$ cat config.mk
export PLATFORM = sky130hd
export DESIGN_NAME = tecs_top
export DESIGN_NICKNAME = d
export VERILOG_FILES = /design/src/rtl/tecs_pkg.sv /design/src/rtl/tecs_tap_seq.sv /design/src/rtl/tecs_top.sv
export VERILOG_INCLUDE_DIRS = /design/src /design/src/rtl
export SDC_FILE = /design/constraint.sdc
export NUM_CORES = 1
export LEC_CHECK = 0
export ABC_AREA = 1
export BUFFER_PORTS_ARGS = -buffer_cell sky130_fd_sc_hd__buf_2
export CORE_ASPECT_RATIO = 1.4
export CORE_MARGIN = 2
export CORE_UTILIZATION = 54
export CTS_CLUSTER_DIAMETER = 120
export DETAILED_ROUTE_END_ITERATION = 10
export HOLD_SLACK_MARGIN = 0.15
export PLACE_DENSITY = 0.79
export SKIP_LAST_GASP = 1
export SLEW_MARGIN = 20
export SYNTH_ARGS = -nofsm -noshare
export SYNTH_HDL_FRONTEND = slang
export SYNTH_SLANG_ARGS = --single-unit
$ cat constraint.sdc
create_clock -name i_mclk -period 1.8 [get_ports i_mclk]
set_clock_uncertainty 0.1 [all_clocks]
set_input_delay 0.36 -clock i_mclk [delete_from_list [all_inputs] [get_ports i_mclk]]
set_output_delay 0.36 -clock i_mclk [all_outputs]
set_load 0.1 [all_outputs]
$ cat src/rtl/tecs_regs.svh
`ifndef TECS_REGS_SVH
`define TECS_REGS_SVH
`define TECS_SETUP_ADDR   8'h21
`define TECS_STATUS_ADDR  8'h22
`define TECS_SETUP_RST    8'h00
`define TECS_STATUS_RST   8'h00
`define TECS_ABORT_BIT    7
`define TECS_LATCH_BIT    6
`define TECS_Z_DBL_BIT    5
`define TECS_Z_SGL_BIT    4
`define TECS_Y_DBL_BIT    3
`define TECS_Y_SGL_BIT    2
`define TECS_X_DBL_BIT    1
`define TECS_X_SGL_BIT    0
`define TECS_EA_BIT       7
`define TECS_SEEN_MSB     6
`define TECS_SEEN_LSB     4
`define TECS_DBL_BIT      3
`define TECS_SIGN_MSB     2
`define TECS_SIGN_LSB     0
`endif

$ cat src/rtl/tecs_pkg.sv
package tecs_pkg;
  typedef logic [2:0] tecs_axis_t;
  typedef logic [7:0] tecs_byte_t;
  typedef enum logic [2:0] {
    TECS_IDLE = 3'b001,
    TECS_LAT  = 3'b010,
    TECS_WIN  = 3'b100
  } tecs_state_e;
endpackage : tecs_pkg

$ cat src/rtl/tecs_tap_seq.sv
`timescale 1ns/1ps
module tecs_tap_seq (
  input  wire logic                i_mclk,
  input  wire logic                i_nrst,
  input  wire logic                i_tick,
  input  wire tecs_pkg::tecs_axis_t i_start,
  input  wire tecs_pkg::tecs_axis_t i_end,
  input  wire tecs_pkg::tecs_axis_t i_neg,
  input  wire logic                i_abort,
  input  wire tecs_pkg::tecs_byte_t i_latency,
  input  wire tecs_pkg::tecs_byte_t i_window,
  output logic                     o_single,
  output logic                     o_double,
  output tecs_pkg::tecs_axis_t     o_axis,
  output tecs_pkg::tecs_axis_t     o_sign
);
  import tecs_pkg::*;

  tecs_state_e state_r;
  tecs_state_e state_nxt;
  tecs_byte_t  cnt_r;
  tecs_byte_t  cnt_nxt;
  logic        lat_start_r;
  logic        lat_start_nxt;

  wire logic start_any = |i_start;
  wire logic end_any   = |i_end;
  wire logic cnt_zero  = (cnt_r == 8'h00);
  // Pulse both began and finished inside latency
  wire logic short_hit = (lat_start_r | start_any) & end_any;
  wire logic tap_first = (state_r == TECS_IDLE) & end_any;
  wire logic tap_second = (state_r == TECS_WIN) & end_any;

  always_comb begin
    state_nxt     = state_r;
    cnt_nxt       = cnt_r;
    lat_start_nxt = lat_start_r;
    unique case (state_r)
      TECS_IDLE: begin
        if (end_any) begin
          state_nxt     = TECS_LAT;
          cnt_nxt       = i_latency;
          lat_start_nxt = 1'b0;
        end
      end
      TECS_LAT: begin
        if (start_any) begin
          lat_start_nxt = 1'b1;
        end
        if (i_abort && short_hit) begin
          state_nxt = TECS_IDLE;
        end else if (i_tick) begin
          // End pulses are ignored here; starts only set lat_start_r and the timer moves
          if (cnt_zero) begin
            state_nxt = TECS_WIN;
            cnt_nxt   = i_window;
          end else begin
            cnt_nxt = cnt_r - 8'h01;
          end
        end
      end
      TECS_WIN: begin
        if (end_any) begin
          state_nxt = TECS_IDLE;
        end else if (i_tick) begin
          if (cnt_zero) begin
            state_nxt = TECS_IDLE;
          end else begin
            cnt_nxt = cnt_r - 8'h01;
          end
        end
      end
    endcase
  end

  always_ff @(posedge i_mclk or negedge i_nrst) begin
    if (!i_nrst) begin
      state_r     <= TECS_IDLE;
      cnt_r       <= 8'h00;
      lat_start_r <= 1'b0;
      o_single    <= 1'b0;
      o_double    <= 1'b0;
      o_axis      <= 3'h0;
      o_sign      <= 3'h0;
    end else begin
      state_r     <= state_nxt;
      cnt_r       <= cnt_nxt;
      lat_start_r <= lat_start_nxt;
      o_single    <= tap_first;
      o_double    <= tap_second;
      o_axis      <= i_end;
      o_sign      <= i_neg & i_end;
    end
  end
endmodule : tecs_tap_seq

$ cat src/rtl/tecs_top.sv
`timescale 1ns/1ps
`include "tecs_regs.svh"
module tecs_top (
  input  wire logic                 i_mclk,
  input  wire logic                 i_nrst,
  input  wire logic                 i_reg_wr,
  input  wire logic                 i_reg_rd,
  input  wire tecs_pkg::tecs_byte_t i_reg_addr,
  input  wire tecs_pkg::tecs_byte_t i_reg_wdata,
  output tecs_pkg::tecs_byte_t      o_reg_rdata,
  input  wire logic                 i_sample_tick,
  input  wire tecs_pkg::tecs_axis_t i_pulse_start,
  input  wire tecs_pkg::tecs_axis_t i_pulse_end,
  input  wire tecs_pkg::tecs_axis_t i_pulse_neg,
  input  wire tecs_pkg::tecs_byte_t i_tap_latency_time,
  input  wire tecs_pkg::tecs_byte_t i_tap_window_time,
  output logic                      o_tap_irq
);
  import tecs_pkg::*;

  tecs_byte_t setup_r;
  tecs_byte_t setup_nxt;
  logic       ea_r;
  logic       ea_nxt;
  tecs_axis_t seen_r;
  tecs_axis_t seen_nxt;
  logic       dbl_r;
  logic       dbl_nxt;
  tecs_axis_t sign_r;
  tecs_axis_t sign_nxt;
  tecs_byte_t rdata_nxt;

  logic       seq_single;
  logic       seq_double;
  tecs_axis_t seq_axis;
  tecs_axis_t seq_sign;

  // Register decode
  wire logic setup_sel  = (i_reg_addr == `TECS_SETUP_ADDR);
  wire logic status_sel = (i_reg_addr == `TECS_STATUS_ADDR);
  wire logic setup_wr   = i_reg_wr & setup_sel;
  wire logic status_rd  = i_reg_rd & status_sel;

  // Setup fields
  wire logic double_tap_abort = setup_r[`TECS_ABORT_BIT];
  wire logic flag_latch_on    = setup_r[`TECS_LATCH_BIT];
  wire tecs_axis_t single_en = {setup_r[`TECS_Z_SGL_BIT],
                                setup_r[`TECS_Y_SGL_BIT],
                                setup_r[`TECS_X_SGL_BIT]};
  wire tecs_axis_t double_en = {setup_r[`TECS_Z_DBL_BIT],
                                setup_r[`TECS_Y_DBL_BIT],
                                setup_r[`TECS_X_DBL_BIT]};

  // Event qualification by axis and type
  wire tecs_axis_t type_en = seq_double ? double_en : single_en;
  wire tecs_axis_t q_axis  = seq_axis & type_en;
  wire logic       q_evt   = (seq_single | seq_double) & (|q_axis);

  // Held while latched and not being read this cycle
  wire logic frozen = flag_latch_on & ea_r & ~status_rd;

  wire tecs_byte_t status_val = {ea_r, seen_r, dbl_r, sign_r};

  assign setup_nxt = setup_wr ? i_reg_wdata : setup_r;
  assign rdata_nxt = status_sel ? status_val :
                     setup_sel  ? setup_r : 8'h00;

  // A tap arriving in the reading cycle wins over the clear
  always_comb begin
    ea_nxt   = ea_r;
    seen_nxt = seen_r;
    dbl_nxt  = dbl_r;
    sign_nxt = sign_r;
    if (q_evt && !frozen) begin
      ea_nxt   = 1'b1;
      seen_nxt = q_axis;
      dbl_nxt  = seq_double;
      sign_nxt = seq_sign & q_axis;
    end else if (status_rd) begin
      ea_nxt   = 1'b0;
      seen_nxt = 3'h0;
      dbl_nxt  = 1'b0;
      sign_nxt = 3'h0;
    end
  end

  always_ff @(posedge i_mclk or negedge i_nrst) begin
    if (!i_nrst) begin
      setup_r <= `TECS_SETUP_RST;
      ea_r    <= 1'b0;
      seen_r  <= 3'h0;
      dbl_r   <= 1'b0;
      sign_r  <= 3'h0;
    end else begin
      setup_r <= setup_nxt;
      ea_r    <= ea_nxt;
      seen_r  <= seen_nxt;
      dbl_r   <= dbl_nxt;
      sign_r  <= sign_nxt;
    end
  end

  // Read data is captured before the clear takes effect
  always_ff @(posedge i_mclk or negedge i_nrst) begin
    if (!i_nrst) begin
      o_reg_rdata <= 8'h00;
    end else if (i_reg_rd) begin
      o_reg_rdata <= rdata_nxt;
    end
  end

  // Request follows the event flag, so a status read with no tap in the same cycle drops it
  assign o_tap_irq = ea_r;

  tecs_tap_seq u_tap_seq (
    .i_mclk    (i_mclk),
    .i_nrst    (i_nrst),
    .i_tick    (i_sample_tick),
    .i_start   (i_pulse_start),
    .i_end     (i_pulse_end),
    .i_neg     (i_pulse_neg),
    .i_abort   (double_tap_abort),
    .i_latency (i_tap_latency_time),
    .i_window  (i_tap_window_time),
    .o_single  (seq_single),
    .o_double  (seq_double),
    .o_axis    (seq_axis),
    .o_sign    (seq_sign)
  );
endmodule : tecs_top

Yosys cells after proc, flatten, opt, wreduce, memory -nomap -nowiden
Cells that the tools add are included.
W data, S select, Z words.
Word-level totals
  flip-flop bits (word level): 44
  bits of input ports: 46
  output and inout bits: 9
  word-level logic and storage cells: 84
Cells by class
  add/sub/neg operators: 1
  equality and inequality tests: 16
  mux-type cells: 28
  bitwise gates (word level): 14
  reduce and logical (&&, ||, !) cells: 12
Operators by type and width (count)
  $mux W8: 9
  $mux W3: 11
  $pmux W8 S3: 1
  $eq A8 B6 Y1 const B: 2
  $ne A2 B2 Y1 const B: 5
  $and A3 B3 Y3: 3
  $pmux W3 S3: 1
  $reduce_or A3 Y1: 3
  $and A1 B1 Y1: 8
  $logic_not A8 Y1: 1
  $sub A8 B1 Y8 const B: 1
  $ne A3 B1 Y1 const B: 2
  $ne A3 B2 Y1 const B: 2
  $reduce_and A6 Y1: 1
  $mux W1: 5
  $reduce_and A5 Y1: 1
  $ne A2 B1 Y1 const B: 2
  $reduce_bool A2 Y1: 2
  $eq A3 B1 Y1 const B: 1
  $eq A3 B2 Y1 const B: 1
  $eq A3 B3 Y1 const B: 1
  $reduce_and A3 Y1: 1
  $logic_and A1 B1 Y1: 2
  $or A1 B1 Y1: 2
  other kinds (3): 3

Depth between registers and ports, before layout
Gate-level depths: netlist of run 1.
  depth in word-level cells: 7
  mapped depth: 11
  gate-level depth less buffers: 11

By module
Synthesis of run 1 repeated with hierarchy kept, for this count alone.
Unflattened totals
  cells, all modules: 342
  area total of the unflattened synthesis: 2586.2 um^2
Modules (own cells, without submodules)
  tecs_tap_seq: times used 1, cells an instance 195, area an instance 1361.3 um^2, sequential area each 501.7 um^2
  tecs_top: times used 1, cells an instance 147, area an instance 1224.9 um^2, sequential area each 600.6 um^2

Worst setup path after synthesis of run 1
Ideal clock, no wire load.
  path kind: register to register
  from: reg ea_r, in the netlist o_tap_irq
  to: reg sign_r[0]
  library setup time: 0.117 ns
  arrival: 1.439 ns
  required time: 1.583 ns
  slack: 0.143 ns
  cell stages (with the launch flop): 8
  path buffers: 0
  clock period less this slack: 1.657 ns
  path through: dfrtp_1 > nand2_1 > inv_1 > nand2_4 > inv_2 > nor2_8 > nand3_1 > nand2_1
Between the ends
  cells in the longest elaborated chain, start to end: 5
  elaborated cells between the ends (all ways): 6
  classes of those cells: mux (1); bitwise (2); reduce/logical (3)
RTL lines
  start, declared: RTL line tecs_top.sv:23  | logic ea_r;
  start signal, assigned: RTL line tecs_top.sv:96  | ea_r <= ea_nxt;
  $and A1 B1 Y1 * (2 in series): RTL line tecs_top.sv:60  | wire logic frozen = flag_latch_on & ea_r & ~status_rd;
  $logic_not A1 Y1 *: RTL line tecs_top.sv:74  | if (q_evt && !frozen) begin
  $logic_and A1 B1 Y1 *: RTL line tecs_top.sv:74
  $mux W3 / $reduce_bool A2 Y1 (equally long branches)
  end signal, assigned: RTL line tecs_top.sv:99  | sign_r <= sign_nxt;
  end, declared: RTL line tecs_top.sv:29  | tecs_axis_t sign_r;
Mark *: on every way between the ends. The rest lies on a longest branch, timed or not.
A chain may end at the register's enable or synchronous reset.

Final worst setup path of run 1
  from: reg u_tap_seq.cnt_r[2]
  to: reg u_tap_seq.cnt_r[6]
Between the ends
  cells in the longest elaborated chain, start to end: 5
  elaborated cells between the ends (all ways): 11
  classes of those cells: add/sub (1); eq/ne (1); mux (7); reduce/logical (2)
RTL lines
  start, declared: RTL line tecs_tap_seq.sv:21  | tecs_byte_t cnt_r;
  start signal, assigned: RTL line tecs_tap_seq.sv:87  | cnt_r <= cnt_nxt;
  $sub A8 B1 Y8 / $logic_not A8 Y1 (equally long branches): RTL line tecs_tap_seq.sv:58, tecs_tap_seq.sv:69, tecs_tap_seq.sv:28
  $mux W8 (on tied branches): RTL line tecs_tap_seq.sv:66, tecs_tap_seq.sv:54
  $mux W8 (on tied branches): RTL line tecs_tap_seq.sv:65, tecs_tap_seq.sv:52
  $mux W8 (on tied branches): RTL line tecs_tap_seq.sv:63, tecs_tap_seq.sv:50
  $pmux W8 S3: RTL line tecs_tap_seq.sv:38  | unique case (state_r)
Parallel ways exist; a longest one is shown, timed or not. The select of a mux whose other input is x is not followed.

==> metrics.txt, run 1 <==
area leader, netlist dfrtp_1; ys async rst share 100%; area grow syn2layout 21.8%; PortBufs 54; Leak 1.74 nW; Tot Pwr 4.20 mW; Starting Density 56.0%; total wire length 5.93 mm; combinational share of power 46.3%; vias in the first global route 2494; clock share of power 18.9%; CP Data Arrival Time 1.79 ns; Site Rows 29; synth top area cells dfrtp_1, nand2_1, nand3_1; initial antenna violation count 0; Power Dens Cells 1370 nW/um^2; Avg Inst Size Synth 7.22 sq um; Die X 61.8 um; crit-path max FO 8; CTS Buf Count 5; Psw 1.81 mW; WP data required 1.89 ns; layout cell share with drive strength beyond 1 23.2%; Slew headroom 63.6%; sw frac 43.1%; most instantiated cells after synthesis nand2_1, inv_1, dfrtp_1; Post-synth EDFFs 0; Final WS setup 0.102 ns; post-detail-place hpwl 4.52 mm; CP startpoint kind flip-flop; Final Hold Viols 0; Syn Std Cell Area 2520 sq um; Global Route Usage Sum 25.7%; Avg Vias per Cell 5.00; clock buffer depth 2; Mapped Cells 349; sequential power share 34.8%; number of fillers in the final layout 433; io pins 55; highest clock rate 589 MHz; final hold slack 0.154 ns; H-Tree Depth 2; Post-CTS Setup Bufs 0; clk sinks 44; DRT iter0 DRCs 109; Slew @ Worst Pin 0.545 ns; Die Y 84.8 um; nets@finish 466; gr ovfl total 0; Worst Hold Class input pin to flip-flop; Clk pin slew, worst setup/hold paths 0.09 ns; latest clock arrival within the worst-skew pair 0.29 ns; DR pass1 iterations 4; Setup Total Neg Slack 0 ns; CTS tree done; Final setup viols 0; core footprint 4500 sq um; crit share post-route 94.3%; sequential-to-total area share from yosys stat 43.7%; multi-input logic area 1230 sq um; Distinct cells, synth 28; # DRC 0; crit path capture type flip-flop; CP Class flip-flop to flip-flop; Top FF cell, synth dfrtp_1; gp weighted congestion 1.01; count of state elements after synthesis 44; Pins Over Slew Limit 0; largest net degree at the start of global routing 45; top-area cell type share of the netlist area 42.7%; ant diodes 0; die area 5240 sq um; Final Critical Period 1.70 ns; Max Cap Viol 0; DR vias 2405; Internal Power 2.39 mW; Final ANT Viol Nets 0; register area 1100 sq um; pre-CTS WS 0.130 ns; Wirelength per Cell 12.3 um; first-pass GRT wire length 10.2 mm; VDD IR-drop max 0.000870 V; Ys Warns 0; Synth Net Count 397; status finished clean; root buf cell clkbuf_8; most common cell in the netlist nand2_1
[worst max-delay path, stage by stage (launching register included)]
cell      delay (ns)
dfrtp_1         0.44
nor2_1          0.24
nand2_2         0.13
nor2_8          0.18
nand2_2         0.08
nand3b_1        0.10
nor2_2          0.04
buf_4           0.16
nand2_1         0.08
nand2_1         0.06
[final timing paths]
kind | start | to | slack (ns) | cells after the start
hold / removal | i_pulse_neg[0] | u_tap_seq.o_sign[0] | 0.15 | 3
setup / recovery | u_tap_seq.cnt_r[2] | u_tap_seq.cnt_r[6] | 0.10 | 9
min in group asynchronous | i_nrst | setup_r[4] | 0.56 | 3
hold reg to reg | u_tap_seq.o_sign[0] | sign_r[0] | 0.38 | 2
max in group asynchronous | i_nrst | u_tap_seq.state_r[0] | 0.66 | 3
setup reg to reg | u_tap_seq.cnt_r[2] | u_tap_seq.cnt_r[6] | 0.10 | 9
[state kept, by name, indices dropped and copies added, names as in the netlist]
register and flops:
u_tap_seq.o_double 1, o_tap_irq 1, sign_r 3, u_tap_seq.state_r 3
u_tap_seq.o_single 1, setup_r 8, u_tap_seq.lat_start_r 1, o_reg_rdata 8
dbl_r 1, u_tap_seq.o_axis 3, seen_r 3, u_tap_seq.o_sign 3
u_tap_seq.cnt_r 8
[power by group through the flow]
stage	combinational [mW]	clock, mW	sequential, mW
global route	2.25	0.847	1.50
CTS	1.94	0.809	1.46
floorplan	1.44	0	1.44
global placement	1.87	0	1.47
detailed placement	1.91	0	1.47
finish	1.95	0.796	1.46
[area by class of cell]
class                           instances  share of cell area, %
Tap cell                               62                   2.53
Multi-Input combinational cell        254                   40.1
Clock buffer                            6                   2.69
Inverter                               50                   6.11
Clock inverter                          2                   1.26
Timing Repair Buffer                   63                   11.4
Sequential cell                        44                   35.9
[cells in the final DEF, fill, tap and decap left out, drive strengths merged]
master,count
o211ai,4
dlygate4sd3,5
nand3,43
bufinv,1
or2,4
o21ai,12
nor2,31
clkbuf,6
nand3b,2
nor3,2
dfstp,1
nand2,147
xnor2,1
a21oi,1
o221ai,2
ha,2
clkinv,3
dfrtp,43
inv,48
buf,58
nand4,3
[cells by family after synthesis]
logic type	Yosys count	synth area share, %
simple gates	232	42.7
buf+inv	51	7.74
flops	44	43.7
xor+xnor	1	0.347
fa+ha+maj	2	0.992
compound gates	19	4.47
[layer usage]
metal / global-route usage [%] / share of wire [%]
met1: 26.8 / 36
met2: 48.9 / 56
met3: 3.05 / 4.8
met4: 10.3 / 3.1
met5: 0 / 0
[what timing repair did]
| action | in CTS | in global routing |
|---|---|---|
| setup endpoints to repair | 0 | 7 |
| hold buffers | 5 | 0 |
| hold endpoints to repair | 47 | 0 |
| resized for setup | 0 | 2 |
[metrics by stage]
stage          instance area, sq um  util, %  instances
4_1_cts                        3060     68.1        481
2_1_floorplan                  2520        -        349
5_1_grt                        3070     68.2        481
3_3_place_gp                   2890     64.3        468
6_report                       3070     68.2        481
3_5_place_dp                   2890     64.3        468
No activity file was read; power rests on OpenSTA's default activity.
==> inputs of run 2 (changes only) <==
CORE_UTILIZATION = 35   (was 54)
HOLD_SLACK_MARGIN = unset   (was 0.15)
PLACE_DENSITY = unset   (was 0.79)
==> metrics.txt, run 2 (synthesized netlist as in run 1, its figures left out) <==
latest clock arrival within the worst-skew pair 0.29 ns; Worst path max stage delay 0.40 ns; number of fillers in the final layout 747; Reg2Reg Depth 10; Setup Total Neg Slack 0 ns; R2R setup slack 0.19 ns; Wirelength per Cell 11.6 um; first-pass GRT wire length 10.5 mm; Crit-path slowest cell dfrtp_1; Worst Hold Class input pin to flip-flop; core footprint 6980 sq um; Leak 1.74 nW; layout cell share with drive strength beyond 1 24.5%; met1 Track Usage GR 18.0%; register area 1100 sq um; CTS tree done; stages on the worst setup path 10; Final setup viols 0; Critical Path Sink u_tap_seq.cnt_r[3]; area grow syn2layout 23.1%; Site Rows 36; post-detail-place hpwl 4.78 mm; CTS Buf Count 5; Final Critical Period 1.61 ns; placed inst area 2960 sq um; DR vias 2370; launching point of the worst reg2reg path u_tap_seq.cnt_r[0]; root buf cell clkbuf_8; total wire length 5.94 mm; clk sinks 44; leading cell type in the layout, fill and taps excluded nand2_1; Post-Place Cells 503; Final ANT Viol Nets 0; highest clock rate 619 MHz; PortBufs 54; DR pass1 iterations 4; multi-input logic area 1240 sq um; io pins 55; Power Dens Cells 1340 nW/um^2; CP Data Arrival Time 1.70 ns; worst-path cell chain inv_1 -> ha_1 -> nand2_2 -> nor2_8 -> nand2_2 -> nand3b_1 -> nor2_2 -> buf_4 -> nand2_1 -> nand2_1; most frequent cells in the layout nand2_1, buf_2, inv_1, dfrtp_1, nand3_1; Max Cap Viol 0; startpoint of the worst setup timing path u_tap_seq.cnt_r[0]; Avg Vias per Cell 4.63; clock buffer depth 2; vias in the first global route 2440; Slew headroom 67.9%; nets@finish 464; post-route insts no fill 512; Pins Over Slew Limit 0; Clk pin slew, worst setup/hold paths 0.09 ns; Slew @ Worst Pin 0.485 ns; crit path capture type flip-flop; Starting Density 36.1%; CP bufs+invs 2; ant diodes 0; largest net degree at the start of global routing 28; worst r2r dst u_tap_seq.cnt_r[3]; cell family with most CP delay simple AND/OR/NAND/NOR gates; status finished clean; WP data required 1.89 ns; CP Class flip-flop to flip-flop; post-route cell area 3100 sq um; met3 usage 3.10%; VDD IR-drop max 0.000717 V; Die Y 104 um; met2 usage 33.0%; gp weighted congestion 0.835; die area 7910 sq um; Die X 75.7 um; DRT iter0 DRCs 102; RSZ-0062 raised after global routing false; gr busiest metal met2; gr ovfl total 0; # DRC 0; largest registers o_reg_rdata (8), setup_r (8), u_tap_seq.cnt_r (8); H-Tree Depth 2; initial antenna violation count 0; crit share post-route 89.7%; crit-path max FO 8; Global Route Usage Sum 17.1%; CP startpoint kind flip-flop; Final Hold Viols 0
[run 2: area by class of cell]
cell class / instances / area share (%)
multi-input cells: 254 / 40.0
well taps: 95 / 3.83
repair buffers: 61 / 10.9
flip-flops and latches: 44 / 35.5
clock buffers: 5 / 2.22
clock inverters: 3 / 1.49
inverters: 50 / 6.05
[run 2: metrics by stage]
| step | util [%] | power (mW) | hold WS [ns] | setup WS [ns] |
|---|---|---|---|---|
| after floorplan | - | 2.87 | -0.0356 | 0.143 |
| after global placement | 42.4 | 3.38 | 0.225 | 0.134 |
| after detailed placement | 42.4 | 3.42 | 0.223 | 0.140 |
| after CTS | 44.2 | 4.21 | 0.0805 | 0.134 |
| after global routing | 44.4 | 4.61 | 0.0718 | 0.0270 |
| final | 44.4 | 4.17 | 0.0917 | 0.185 |
[run 2: worst reg2reg max path: cells and delay by family, from the launching register on]
kind | cells | cell delay [ns]
buf+inv | 2 | 0.25
flops | 1 | 0.40
fa+ha+maj | 1 | 0.19
simple gates | 7 | 0.58
[run 2: what timing repair did]
action / in CTS / in global routing
hold buffers: 1 / 0
gates resized for setup: 0 / 5
buffers inserted: 0 / 0
setup endpoints to repair: 0 / 11
endpoints found under the hold margin: 17 / 0
[run 2: power breakdown]
part | total (mW) | leakage [nW] | switching [mW] | internal, mW
clock network | 0.766 | 0.0548 | 0.347 | 0.418
logic | 1.93 | 1.14 | 1.23 | 0.699
registers | 1.47 | 0.538 | 0.229 | 1.24
[run 2: metal layers]
| layer | wire length (um) | part of all wire, % |
|---|---|---|
| met1 | 2270 | 38 |
| met2 | 3430 | 58 |
| met3 | 208 | 3.5 |
| met4 | 29 | 0.49 |
| met5 | 0 | 0 |
[run 2: how the worst min path moves through the flow]
| stage | start | endpoint | slack [ns] | depth (start not counted) |
|---|---|---|---|---|
| after global placement | i_nrst | setup_r[1] | 0.22 | 1 |
| after CTS | i_pulse_end[1] | u_tap_seq.o_axis[1] | 0.08 | 1 |
| after floorplan | i_nrst | dbl_r | -0.04 | 0 |
| after detailed placement | i_nrst | setup_r[0] | 0.22 | 1 |
| final | i_pulse_end[1] | u_tap_seq.o_axis[1] | 0.09 | 1 |
| after global routing | i_pulse_end[1] | u_tap_seq.o_axis[1] | 0.07 | 1 |
==> inputs of run 3 (changes only) <==
BUFFER_PORTS_ARGS = unset   (was -buffer_cell sky130_fd_sc_hd__buf_2)
DONT_BUFFER_PORTS = 1   (was unset)
==> metrics.txt, run 3 (synthesized netlist as in run 1, its figures left out) <==
Final setup viols 0; gp weighted congestion 0.858; Wirelength per Cell 13.0 um; crit-path max FO 8; Post-CTS Setup Bufs 0; post-detail-place hpwl 4.59 mm; WP data required 1.89 ns; largest net degree at the start of global routing 45; met1 Track Usage GR 18.6%; gr busiest metal met2; highest clock rate 607 MHz; leading cell type in the layout, fill and taps excluded nand2_1; clock buffer depth 2; CP Class flip-flop to flip-flop; initial antenna violation count 0; clk sinks 44; Pins Over Slew Limit 0; CTS tree done; DR pass1 iterations 5; post-route core utilization 42.1%; Avg Vias per Cell 4.67; Die X 75.7 um; startpoint of the worst setup timing path u_tap_seq.cnt_r[0]; Clk pin slew, worst setup/hold paths 0.09 ns; met3 usage 3.97%; Slew @ Worst Pin 0.369 ns; ant diodes 0; die area 7910 sq um; DRT iter0 DRCs 101; final hold slack 0.0543 ns; Worst Hold Class input pin to flip-flop; Setup Total Neg Slack 0 ns; CP startpoint kind flip-flop; most frequent cells in the layout nand2_1, inv_1, dfrtp_1, nand3_1, nor2_1; total wire length 6.10 mm; Final Hold Viols 0; met2 usage 30.0%; Final ANT Viol Nets 0; root buf cell clkbuf_8; R2R setup slack 0.15 ns; gr ovfl total 0; vias in the first global route 2151; Max Cap Viol 0; H-Tree Depth 2; Final Critical Period 1.65 ns; core footprint 6980 sq um; crit share post-route 91.5%; Leak 1.59 nW; CP Data Arrival Time 1.74 ns; launching point of the worst reg2reg path u_tap_seq.cnt_r[0]; io pins 55; largest registers o_reg_rdata (8), setup_r (8), u_tap_seq.cnt_r (8); Die Y 104 um; Power Dens Cells 1430 nW/um^2; # DRC 0; DR vias 2200; first-pass GRT wire length 10.1 mm; Global Route Usage Sum 16.9%; RSZ-0062 raised after global routing false; status finished clean; Worst Hold Launch i_pulse_end[1]; Tot Pwr 4.20 mW; Starting Density 36.1%; latest clock arrival within the worst-skew pair 0.30 ns; PortBufs 0; area grow syn2layout 16.7%; Site Rows 36; nets@finish 423; CTS Buf Count 5; layout cell share with drive strength beyond 1 14.9%; crit path capture type flip-flop; VDD IR-drop max 0.000785 V; Slew headroom 75.3%
## run 3: cell type report
| class | count | area, sq um |
|---|---|---|
| clock inverter | 2 | 38.8 |
| sequential | 44 | 1100 |
| multi-input combinational | 254 | 1230 |
| fill | 743 | 4040 |
| clock buffer | 6 | 82.6 |
| timing repair buffer | 20 | 180 |
| tap | 95 | 119 |
| inverter | 50 | 188 |
## run 3: final timing paths
check | depth (start not counted) | endpoint
worst max-delay path | 10 | u_tap_seq.cnt_r[0]
worst min-delay path | 2 | u_tap_seq.o_sign[1]
worst max register to register | 10 | u_tap_seq.cnt_r[0]
worst min register to register | 2 | sign_r[2]
max in group asynchronous | 2 | u_tap_seq.state_r[0]
min in group asynchronous | 2 | u_tap_seq.cnt_r[7]
## run 3: timing repair
| item | CTS | global route |
|---|---|---|
| hold buffers | 5 | 0 |
| endpoints found under the setup margin | 0 | 4 |
| endpoints found under the hold margin | 47 | 0 |
| resized for setup | 0 | 2 |
## run 3: critical path, cell delays in order, from the launching register on
cell and delay, ns:
dfrtp_1 0.40, inv_1 0.10, ha_1 0.19, nand2_2 0.10, nor2_8 0.19, nand2_2 0.07, nand3b_1 0.10, nor2_2 0.04
buf_4 0.17, nand2_1 0.07, nand2_1 0.04
## run 3: power breakdown
group / internal (mW) / total [mW] / leakage [nW] / switching (mW)
Clock: 0.454 / 0.809 / 0.0614 / 0.355
Sequential: 1.24 / 1.45 / 0.538 / 0.206
Combinational: 0.696 / 1.94 / 0.988 / 1.24
Total: 2.39 / 4.20 / 1.59 / 1.81
## run 3: through the flow
stage | instances | area, sq um | setup WS (ns)
floorplan | 349 | 2520 | 0.143
global placement | 458 | 2750 | 0.0489
detailed placement | 458 | 2750 | 0.0704
CTS | 471 | 2930 | 0.0773
global route | 471 | 2940 | 0.0110
finish | 471 | 2940 | 0.152
## run 3: per-layer routing
metal	vias up	wire, um
met3	10	316
met1	997	2380
met2	55	3250
met5	-	0
met4	0	155
li1	1138	-
